<file path="src/shared/sras_pkg.sv">
// Constants, state types and reset values for the serial register slave
`default_nettype none

package sras_pkg;

  // Fixed device address, upper seven bits of the first byte
  localparam logic [6:0] DEV_ADDR = 7'h75;
  localparam int RW_BIT = 0;
  localparam int STEP_BIT = 6;
  localparam logic [3:0] BYTE_DONE = 4'h8;
  localparam logic [3:0] FIRST_TX_BIT = 4'h1;

  // Pointer register address, read wrap point and reset value
  localparam logic [5:0] PTR_ADDR = 6'h3F;
  localparam logic [5:0] READ_WRAP = 6'h2A;
  localparam logic [5:0] PTR_RESET = 6'h00;
  localparam logic [5:0] PTR_ONE = 6'h01;

  // Fastest bus rate the sampling must keep up with
  localparam int MAX_RATE_KBPS = 400;
  localparam int SYS_CLK_MHZ = 50;
  localparam int BIT_PERIOD_NS = 1000000 / MAX_RATE_KBPS;
  localparam int CLK_PERIOD_NS = 1000 / SYS_CLK_MHZ;
  localparam int BIT_CYCLES = BIT_PERIOD_NS / CLK_PERIOD_NS;

  typedef enum logic [2:0] {
    SRAS_IDLE,
    SRAS_DEV,
    SRAS_RAB,
    SRAS_WDATA,
    SRAS_READ,
    SRAS_IGNORE
  } sras_state_t;

  typedef struct packed {
    sras_state_t st;
    logic [3:0] bitcnt;
    logic [7:0] shreg;
    logic [7:0] tx;
    logic [5:0] ptr;
    logic [5:0] addr;
    logic [7:0] wr_data;
    logic step;
    logic first_rd;
    logic ack_ph;
    logic mst_ack;
    logic mack_n;
    logic ld_req;
    logic wr_en;
    logic rd_en;
    logic sda_oe_n;
  } sras_core_t;

  localparam sras_core_t CORE_RESET = '{
    st: SRAS_IDLE, bitcnt: 4'h0, shreg: 8'h00, tx: 8'h00,
    ptr: PTR_RESET, addr: 6'h00, wr_data: 8'h00, step: 1'b0,
    first_rd: 1'b1, ack_ph: 1'b0, mst_ack: 1'b0, mack_n: 1'b1,
    ld_req: 1'b0, wr_en: 1'b0, rd_en: 1'b0, sda_oe_n: 1'b1
  };

  typedef struct packed {
    logic scl_m;
    logic scl_s;
    logic scl_d;
    logic sda_m;
    logic sda_s;
    logic sda_d;
  } sras_sync_t;

  localparam sras_sync_t SYNC_RESET = '{default: 1'b1};

endpackage

`default_nettype wire

</file>
<file path="src/shared/sras_if.sv">
// Synchronised bus levels and bus events passed from sampler to core
`timescale 1ns/1ps
`default_nettype none

interface sras_if;
  logic scl_lvl;
  logic sda_lvl;
  logic scl_rise;
  logic scl_fall;
  logic start;
  logic stop;

  modport sync_mp (
    output scl_lvl,
    output sda_lvl,
    output scl_rise,
    output scl_fall,
    output start,
    output stop
  );

  modport core_mp (
    input scl_lvl,
    input sda_lvl,
    input scl_rise,
    input scl_fall,
    input start,
    input stop
  );
endinterface

`default_nettype wire

</file>
<file path="src/verilog/sras_sync.sv">
// Two-stage pin synchroniser with clock edge and start/stop detection
`timescale 1ns/1ps
`default_nettype none

module sras_sync
  import sras_pkg::*;
(
  input wire logic sys_clk,
  input wire logic reset_n,
  input wire logic serial_clock_line,
  input wire logic serial_data_line_in,
  sras_if.sync_mp sif
);

  sras_sync_t sync;
  sras_sync_t next_sync;

  always_comb
  begin
    next_sync = sync;
    next_sync.scl_m = serial_clock_line;
    next_sync.scl_s = sync.scl_m;
    next_sync.scl_d = sync.scl_s;
    next_sync.sda_m = serial_data_line_in;
    next_sync.sda_s = sync.sda_m;
    next_sync.sda_d = sync.sda_s;
  end

  always_ff @(posedge sys_clk or negedge reset_n)
  begin
    if (!reset_n)
      sync <= SYNC_RESET;
    else
      sync <= next_sync;
  end

  assign sif.scl_lvl = sync.scl_s;
  assign sif.sda_lvl = sync.sda_s;
  assign sif.scl_rise = sync.scl_s & ~sync.scl_d;
  assign sif.scl_fall = ~sync.scl_s & sync.scl_d;
  // Data edges only count while the clock stays high
  assign sif.start = sync.scl_s & sync.scl_d & sync.sda_d & ~sync.sda_s;
  assign sif.stop = sync.scl_s & sync.scl_d & ~sync.sda_d & sync.sda_s;

endmodule // sras_sync

`default_nettype wire

</file>
<file path="src/verilog/sras_slave.sv">
// Two-wire serial register access slave with stepping register pointer
`timescale 1ns/1ps
`default_nettype none

module sras_slave
  import sras_pkg::*;
(
  input wire logic sys_clk,
  input wire logic reset_n,
  input wire logic serial_clock_line,
  input wire logic serial_data_line_in,
  output logic serial_data_line_out,
  output logic serial_data_line_oe_n,
  output logic [5:0] reg_addr,
  output logic reg_wr_en,
  output logic [7:0] reg_wr_data,
  output logic reg_rd_en,
  input wire logic [7:0] reg_rd_data,
  output logic [5:0] register_pointer,
  output logic pointer_step_enable
);

  sras_if sif ();

  // Clock line is only ever sampled, never driven
  sras_sync sras_sync_i (
    .sys_clk(sys_clk),
    .reset_n(reset_n),
    .serial_clock_line(serial_clock_line),
    .serial_data_line_in(serial_data_line_in),
    .sif(sif)
  );

  sras_core_t core;
  sras_core_t next_core;
  logic [7:0] rd_byte;

  // Pointer step ahead of a stepping read
  function automatic logic [5:0] step_read(input logic [5:0] p);
    if (p == READ_WRAP)
      return PTR_RESET;
    else
      return p + PTR_ONE;
  endfunction

  // The pointer register itself answers at its own address
  always_comb
  begin
    if (core.addr == PTR_ADDR)
      rd_byte = {2'b00, core.ptr};
    else
      rd_byte = reg_rd_data;
  end

  always_comb
  begin
    next_core = core;
    next_core.wr_en = 1'b0;
    next_core.rd_en = 1'b0;
    if (sif.start)
    begin
      // Restart aborts whatever byte was in flight
      next_core.st = SRAS_DEV;
      next_core.bitcnt = 4'h0;
      next_core.ack_ph = 1'b0;
      next_core.ld_req = 1'b0;
      next_core.sda_oe_n = 1'b1;
    end
    else if (sif.stop)
    begin
      next_core.st = SRAS_IDLE;
      next_core.bitcnt = 4'h0;
      next_core.ack_ph = 1'b0;
      next_core.ld_req = 1'b0;
      next_core.sda_oe_n = 1'b1;
    end
    else
    begin
      if (core.ld_req)
      begin
        next_core.ld_req = 1'b0;
        next_core.rd_en = 1'b1;
        next_core.addr = core.ptr;
      end
      if (core.rd_en)
      begin
        // Register data arrives while the clock is still low
        next_core.sda_oe_n = rd_byte[7];
        next_core.tx = {rd_byte[6:0], 1'b0};
        next_core.bitcnt = FIRST_TX_BIT;
      end
      if (sif.scl_rise)
      begin
        if (core.ack_ph)
          next_core.mack_n = sif.sda_lvl;
        else if (core.st == SRAS_DEV || core.st == SRAS_RAB ||
                 core.st == SRAS_WDATA)
        begin
          next_core.shreg = {core.shreg[6:0], sif.sda_lvl};
          next_core.bitcnt = core.bitcnt + 4'h1;
        end
      end
      if (sif.scl_fall)
      begin
        if (core.ack_ph)
        begin
          next_core.ack_ph = 1'b0;
          next_core.sda_oe_n = 1'b1;
          if (core.st == SRAS_READ)
          begin
            if (core.mst_ack && core.mack_n)
              next_core.st = SRAS_IGNORE;
            else
            begin
              next_core.ld_req = 1'b1;
              next_core.first_rd = 1'b0;
              if (core.step && !core.first_rd)
                next_core.ptr = step_read(core.ptr);
              else
                next_core.ptr = core.ptr;
            end
          end
        end
        else if (core.st == SRAS_READ)
        begin
          if (core.bitcnt == BYTE_DONE)
          begin
            // Free the line for the master's acknowledge
            next_core.sda_oe_n = 1'b1;
            next_core.ack_ph = 1'b1;
            next_core.mst_ack = 1'b1;
            next_core.bitcnt = 4'h0;
          end
          else
          begin
            next_core.sda_oe_n = core.tx[7];
            next_core.tx = {core.tx[6:0], 1'b0};
            next_core.bitcnt = core.bitcnt + 4'h1;
          end
        end
        else if (core.bitcnt == BYTE_DONE)
        begin
          next_core.bitcnt = 4'h0;
          next_core.mst_ack = 1'b0;
          case (core.st)
            SRAS_DEV:
            begin
              if (core.shreg[7:1] == DEV_ADDR)
              begin
                next_core.ack_ph = 1'b1;
                next_core.sda_oe_n = 1'b0;
                if (core.shreg[RW_BIT])
                  next_core.st = SRAS_READ;
                else
                  next_core.st = SRAS_RAB;
              end
              else
                next_core.st = SRAS_IGNORE;
            end
            SRAS_RAB:
            begin
              next_core.ack_ph = 1'b1;
              next_core.sda_oe_n = 1'b0;
              next_core.ptr = core.shreg[5:0];
              next_core.step = core.shreg[STEP_BIT];
              next_core.first_rd = 1'b1;
              next_core.st = SRAS_WDATA;
            end
            SRAS_WDATA:
            begin
              next_core.ack_ph = 1'b1;
              next_core.sda_oe_n = 1'b0;
              if (core.ptr == PTR_ADDR)
                next_core.ptr = core.shreg[5:0];
              else
              begin
                next_core.wr_en = 1'b1;
                next_core.addr = core.ptr;
                next_core.wr_data = core.shreg;
                if (core.step)
                  next_core.ptr = core.ptr + PTR_ONE;
              end
              if (!core.step)
                next_core.st = SRAS_RAB;
            end
            default:
            begin
              next_core.st = core.st;
            end
          endcase
        end
      end
    end
  end

  always_ff @(posedge sys_clk or negedge reset_n)
  begin
    if (!reset_n)
      core <= CORE_RESET;
    else
      core <= next_core;
  end

  assign serial_data_line_out = 1'b0;
  assign serial_data_line_oe_n = core.sda_oe_n;
  assign reg_addr = core.addr;
  assign reg_wr_en = core.wr_en;
  assign reg_wr_data = core.wr_data;
  assign reg_rd_en = core.rd_en;
  assign register_pointer = core.ptr;
  assign pointer_step_enable = core.step;

  // Helper terms for the checks below
  logic byte_end;
  logic [5:0] rab_field;
  logic rab_step;
  logic rd_ack_end;
  assign byte_end = sif.scl_fall && !core.ack_ph &&
    core.bitcnt == BYTE_DONE && !sif.start && !sif.stop;
  assign rab_field = core.shreg[5:0];
  assign rab_step = core.shreg[STEP_BIT];
  assign rd_ack_end = sif.scl_fall && core.ack_ph &&
    core.st == SRAS_READ && !sif.start && !sif.stop &&
    !(core.mst_ack && core.mack_n);
endmodule // sras_slave

`default_nettype wire

</file>
<file path="config.mk">
export PLATFORM = sky130hd
export DESIGN_NAME = sras_slave
export DESIGN_NICKNAME = d
export VERILOG_FILES = /design/src/shared/sras_pkg.sv /design/src/shared/sras_if.sv /design/src/verilog/sras_sync.sv /design/src/verilog/sras_slave.sv
export SDC_FILE = /design/constraint.sdc
export NUM_CORES = 1
export LEC_CHECK = 0
export ABC_CLOCK_PERIOD_IN_PS = 2150
export BUFFER_PORTS_ARGS = -buffer_cell sky130_fd_sc_hd__buf_4
export CAP_MARGIN = 10
export CORE_AREA = 5 5 84 86
export CTS_CLUSTER_DIAMETER = 150
export DETAILED_ROUTE_END_ITERATION = 10
export DIE_AREA = 0 0 89 91
export PLACE_DENSITY_LB_ADDON = 0.3
export SETUP_SLACK_MARGIN = 0.4
export SLEW_MARGIN = 20
export SYNTH_ARGS = -nofsm -noshare
export SYNTH_HDL_FRONTEND = slang
export SYNTH_HIERARCHICAL = 1
export SYNTH_SLANG_ARGS = --single-unit
export TNS_END_PERCENT = 50
</file>
<file path="constraint.sdc">
create_clock -name sys_clk -period 2.15 [get_ports sys_clk]
set_input_delay 0.215 -clock sys_clk [delete_from_list [all_inputs] [get_ports sys_clk]]
set_output_delay 0.215 -clock sys_clk [all_outputs]
set_load 0.01 [all_outputs]
</file>
==> reports/qor.yml, run 1 <==
outcome: "finished clean"
synth_area_leader_cell: "dfrtp_1"
utilization_pct: 65.21
finalNonFillerCells: 433
dieArea_um2: 8099
clk_latency_ns: 0.33
routed_wl_um: 7548
arrival_ns: 2.24
grt-ovfl-total: 0
dpl.hpwl_um: 4777
gr-usage-all-layers_pct: 18.95
synth_edf_count: 0
clock.fmax_mhz: 491.8
synth.most_common_cell: "dfrtp_1"
synth_cell_types: 57
grt_pass1_wl_um: 11810
grt_max_degree: 59
core_region_area_um2: 6205
power_frac_comb_pct: 18.6
setup_viol: 0
cts.reportedPaths.clkPinSlew_ns: 0.07
hp-class: "input pin to flip-flop"
cts_tree: "built"
period_needed_ns: 2.034
crit_fanout: 8
cts_buffers: 9
end_kind: "flip-flop"
diodes: 0
synth_cells: 286
drt_iter0_drc: 153
ant_nets: 0
cp.required_ns: 2.36
initial_core_util_pct: 50.11
ys_ff_latch: 58
dp_cells: 390
synth_top_area_share_pct: 39.44
ys.flop_type: "dfrtp_1"
vias: 2446
wl_per_cell_um: 17.43
leakagePower_nw: 1.836
io_pins: 37
grt_pass1_vias: 2402
port-buffer-count: 35
crit_type: "flip-flop to flip-flop"
finalHoldViolations: 0
firstDrtPassIters: 4
tightestPinTransition_ns: 0.7316
async_reset_ff_share_pct: 100.0
hold_ws_ns: 0.3060
fillers: 474
slew_viol_final: 0
antenna_found_initial: 0
drc_errors: 0
synth_common_cells: "dfrtp_1, buf_4, mux2_2"
p_clk_share_pct: 34.0
num-nets-final: 367
drive_above_1_share_pct: 49.44
rows: 29
powerDensity_nw_per_um2: 633.4
cts_max_path_buffers: 2
htree_num_levels: 3
slew_headroom_pct: 51.23
rsz0062_at_grt: "yes"
synthTopCellsByArea: "dfrtp_1, mux2_2, dfstp_2"
ir_drop_mv: 0.3971
cts_sinks: 58
post-route-period-util_pct: 94.58
root_buffer: "clkbuf_8"
start_kind: "flip-flop"
seq_power_share_pct: 47.5
maxCapViolCount: 0
areaGrowthSynthToFinish_pct: 30.14
syn-cell-area_um2: 3109
internal_power_mw: 1.833
fp.dieW_um: 89
power_switching_mw: 0.7303
postSynthAreaPerCell_um2: 10.87
syn-num-nets: 302
gp_congestion: 0.9369
via_per_inst: 5.649
yosysWarningCount: 6
swShare_pct: 28.49
die_height_um: 91
yosysSeqAreaShare_pct: 47.04
finClkSkew_ns: 0.008083
-- registers in the layout, indices dropped and copies added (netlist names) --
register / count
sras_sync_i/sif.sda_lvl: 1
reg_rd_en: 1
pointer_step_enable: 1
reg_wr_en: 1
register_pointer: 6
sras_sync_i/sif.scl_lvl: 1
reg_wr_data: 8
core: 28
reg_addr: 6
sras_sync_i/next_sync: 2
serial_data_line_oe_n: 1
sras_sync_i/sync: 2
-- worst max-delay path: stages, from the launching register on --
cell and delay [ns]:
dfstp_2 0.55, nor2b_4 0.14, or4b_4 0.47, or3_4 0.43, mux2_4 0.32
-- final cells by class --
type	instances	area (um2)	share of cell area [%]
Multi-Input combinational cell	189	1605	39.67
Sequential cell	58	1468	36.27
Timing Repair Buffer	84	678.2	16.76
Clock buffer	12	145.1	3.587
Tap cell	77	96.34	2.381
Inverter	9	33.78	0.8349
Clock inverter	4	20.02	0.4947
-- power groups by stage --
stage,clock network (mW),registers [mW],logic [mW]
6_report,0.871,1.22,0.475
5_1_grt,0.933,1.22,0.521
4_1_cts,0.884,1.22,0.438
3_5_place_dp,0,1.24,0.327
3_3_place_gp,0,1.23,0.325
2_1_floorplan,0,1.20,0.231
-- cell usage in the layout, fill, tap and decap left out, types with 3 or more instances in the layout --
cell type,count
a21oi_1,15
a22o_1,5
buf_4,69
buf_6,8
clkbuf_8,10
clkinv_2,4
dfrtp_1,45
dfrtp_2,4
dfstp_2,9
dlygate4sd3_1,3
ha_1,3
inv_1,6
mux2_2,15
mux2_4,17
nand2_1,16
nand2b_1,3
nand3_1,4
nand3b_1,3
nand4_1,4
nor2_1,17
nor2b_1,4
nor2b_4,3
nor3_1,3
o21ai_0,4
o21ai_1,4
o22ai_1,8
o2bb2ai_1,6
-- final timing paths --
check | startpoint | to | slack [ns] | cells past startpoint
setup / recovery | sras_sync_i/sif.scl_lvl$_DFF_PN1_ | core[44]$_DFFE_PN0P_ | 0.12 | 4
setup reg to reg | sras_sync_i/sif.scl_lvl$_DFF_PN1_ | core[44]$_DFFE_PN0P_ | 0.12 | 4
hold / removal | reg_rd_data[4] | core[34]$_DFFE_PN0P_ | 0.31 | 4
max in group asynchronous | reset_n | core[40]$_DFFE_PN0P_ | 1.13 | 2
hold reg to reg | sras_sync_i/next_sync[4]$_DFF_PN1_ | sras_sync_i/sif.scl_lvl$_DFF_PN1_ | 0.36 | 0
min in group asynchronous | reset_n | core[45]$_DFF_PN0_ | 0.49 | 2
-- per-layer routing --
| layer | wire length, um | GRT usage (%) | share of wire (%) | up-vias |
|---|---|---|---|---|
| li1 | - | - | - | 1162 |
| met1 | 3431 | 25.84 | 45 | 1197 |
| met2 | 3561 | 27.97 | 47 | 73 |
| met3 | 396 | 3.982 | 5.2 | 14 |
| met4 | 159 | 10.42 | 2.1 | 0 |
| met5 | 0 | 0 | 0 | - |
-- repair_timing --
action | 4_1_cts | 5_1_grt
endpoints found under the hold margin | 51 | 0
cloned | 2 | 1
pin swaps | 10 | 6
buffers inserted | 15 | 6
gates resized for setup | 44 | 19
endpoints found under the setup margin | 44 | 47
hold buffers | 3 | 0
-- cells by family (layout without fill, tap and decap cells) --
logic type	after synthesis	count (layout)	share of synthesized area, %
muxes	34	34	13.20
adders and majority gates	4	4	1.610
DFF	58	58	47.04
buffers and inverters	39	109	7.927
and+or+nand+nor	84	84	15.37
AOI/OAI and AO/OA	65	65	14.45
other	1	1	0.1206
xor gates and xnor gates	1	1	0.2817
-- per-stage QoR --
| step | total power [mW] | setup TNS [ns] | worst slack (ns) | instance area, um2 |
|---|---|---|---|---|
| 6_report | 2.563 | 0 | 0.1165 | 4046 |
| 2_1_floorplan | 1.435 | 0 | 0.04685 | 3133 |
| 3_5_place_dp | 1.562 | -0.4031 | -0.05255 | 3443 |
| 5_1_grt | 2.679 | 0 | 0.07704 | 4046 |
| 4_1_cts | 2.537 | 0 | 0.1152 | 3924 |
| 3_3_place_gp | 1.556 | -0.002692 | -0.001853 | 3443 |
(Power assumes the default switching activity.)
==> inputs of run 2 (changes only) <==
- CELL_PAD_IN_SITES_DETAIL_PLACEMENT: default -> 1
- CELL_PAD_IN_SITES_GLOBAL_PLACEMENT: default -> 1
- CORE_AREA: 5 5 84 86 -> 5 5 94 96
- DIE_AREA: 0 0 89 91 -> 0 0 99 101
- GPL_ROUTABILITY_DRIVEN: default -> 0
- SKIP_CTS_REPAIR_TIMING: default -> 1
==> run 2 against run 1 <==
Against the previous run:
- final cell count grew 5.8%
- global-route usage shrank 2.5 points
- critical endpoint is now core[38]$_DFFE_PN0P_
- setup slack lost 0.042 ns
- register-to-register slack lost 0.04 ns
==> reports/qor.yml, run 2 (synthesis gave the netlist of run 1 again) <==
outcome: "finished clean"
period_needed_ns: 2.075
fp.dieW_um: 99
routed_wl_um: 8303
slew_viol_final: 0
core_region_area_um2: 7969
crit_fanout: 8
layout_commonest_cell: "buf_4"
place_worst_setup_slack_ns: -0.008830
die_height_um: 101
slew_headroom_pct: 51.18
grt-ovfl-total: 0
drive_above_1_share_pct: 47.03
wl_per_cell_um: 18.13
arrival_ns: 2.29
rsz0062_at_grt: "yes"
finClkSkew_ns: 0.006827
diodes: 0
ir_drop_mv: 0.4093
rows: 33
leakagePower_nw: 1.816
globalRouteMet2Util_pct: 27.48
ff2ff_setup_slack_ns: 0.07
hold_ws_ns: 0.3194
clk_latency_ns: 0.33
cts_sinks: 58
grt_max_degree: 59
start_kind: "flip-flop"
grt_pass1_vias: 2527
met3_usage_pct: 4.498
clock.fmax_mhz: 481.9
met1_usage_pct: 20.98
final_cell_mix: "buf_4, dfrtp_1, mux2_2, nor2_1, nand2_1"
cts_buffers: 9
tightestPinTransition_ns: 0.7323
dpl.hpwl_um: 5598
cts_max_path_buffers: 2
setup_viol: 0
grt_pass1_wl_um: 12940
io_pins: 37
design_area_um2: 4028
powerDensity_nw_per_um2: 733.3
setup_slack_ns: 0.07480
drc_errors: 0
vias: 2488
firstDrtPassIters: 4
largest_reg_flops: 28
finalHoldViolations: 0
hp-class: "input pin to flip-flop"
gr-usage-all-layers_pct: 16.49
grt_busiest_layer: "met2"
maxCapViolCount: 0
num-nets-final: 364
via_per_inst: 5.432
antenna_found_initial: 0
cts.reportedPaths.clkPinSlew_ns: 0.07
dpl-instance-area_um2: 3508
post-route-period-util_pct: 96.52
utilization_pct: 50.54
root_buffer: "clkbuf_8"
end_kind: "flip-flop"
cp.required_ns: 2.37
dieArea_um2: 9999
regMostFlops: "core"
areaGrowthSynthToFinish_pct: 29.54
crit_type: "flip-flop to flip-flop"
htree_num_levels: 3
ant_nets: 0
drt_iter0_drc: 152
port-buffer-count: 35
initial_core_util_pct: 39.02
cts_tree: "built"
-- run 2: worst paths after layout --
kind	start	endpoint	depth (start not counted)
worst min-delay path	reg_rd_data[2]	core[32]$_DFFE_PN0P_	4
worst min register to register	sras_sync_i/next_sync[4]$_DFF_PN1_	sras_sync_i/sif.scl_lvl$_DFF_PN1_	0
min in group asynchronous	reset_n	pointer_step_enable$_DFFE_PN0P_	2
worst max register to register	sras_sync_i/sif.scl_lvl$_DFF_PN1_	core[38]$_DFFE_PN0P_	5
max in group asynchronous	reset_n	core[50]$_DFFE_PN0P_	2
worst max-delay path	sras_sync_i/sif.scl_lvl$_DFF_PN1_	core[38]$_DFFE_PN0P_	5
-- run 2: final cells by class --
cell class / count / area [um2]
fill: 885 / 3941
multi-input combinational: 189 / 1520
sequential: 58 / 1468
timing repair buffer: 81 / 621.8
clock buffer: 12 / 155.1
tap: 105 / 131.4
clock inverter: 4 / 97.59
inverter: 9 / 33.78
-- run 2: layer usage --
layer / up-vias / wire length, um
met1: 1262 / 3699
met4: 0 / 182
met5: - / 0
li1: 1149 / -
met2: 62 / 4110
met3: 15 / 310
-- run 2: report_power, final --
group	switching, mW	leakage (nW)	internal [mW]
Sequential	0.0714	0.734	1.15
Combinational	0.236	0.959	0.226
Clock	0.438	0.123	0.834
-- run 2: metrics by stage --
stage          total power [mW]  setup TNS, ns  cells
6_report                  2.953              0    458
5_1_grt                   3.098              0    458
4_1_cts                   2.885       -0.02983    438
3_5_place_dp              1.592      -0.008830    422
3_3_place_gp              1.572              0    422
2_1_floorplan             1.435              0    286
-- run 2: worst max-delay path, cell delays in order (launching register included) --
cell,delay (ns)
dfstp_2,0.56
nor2b_4,0.14
or4b_4,0.46
or3_4,0.35
buf_8,0.16
mux2_4,0.29
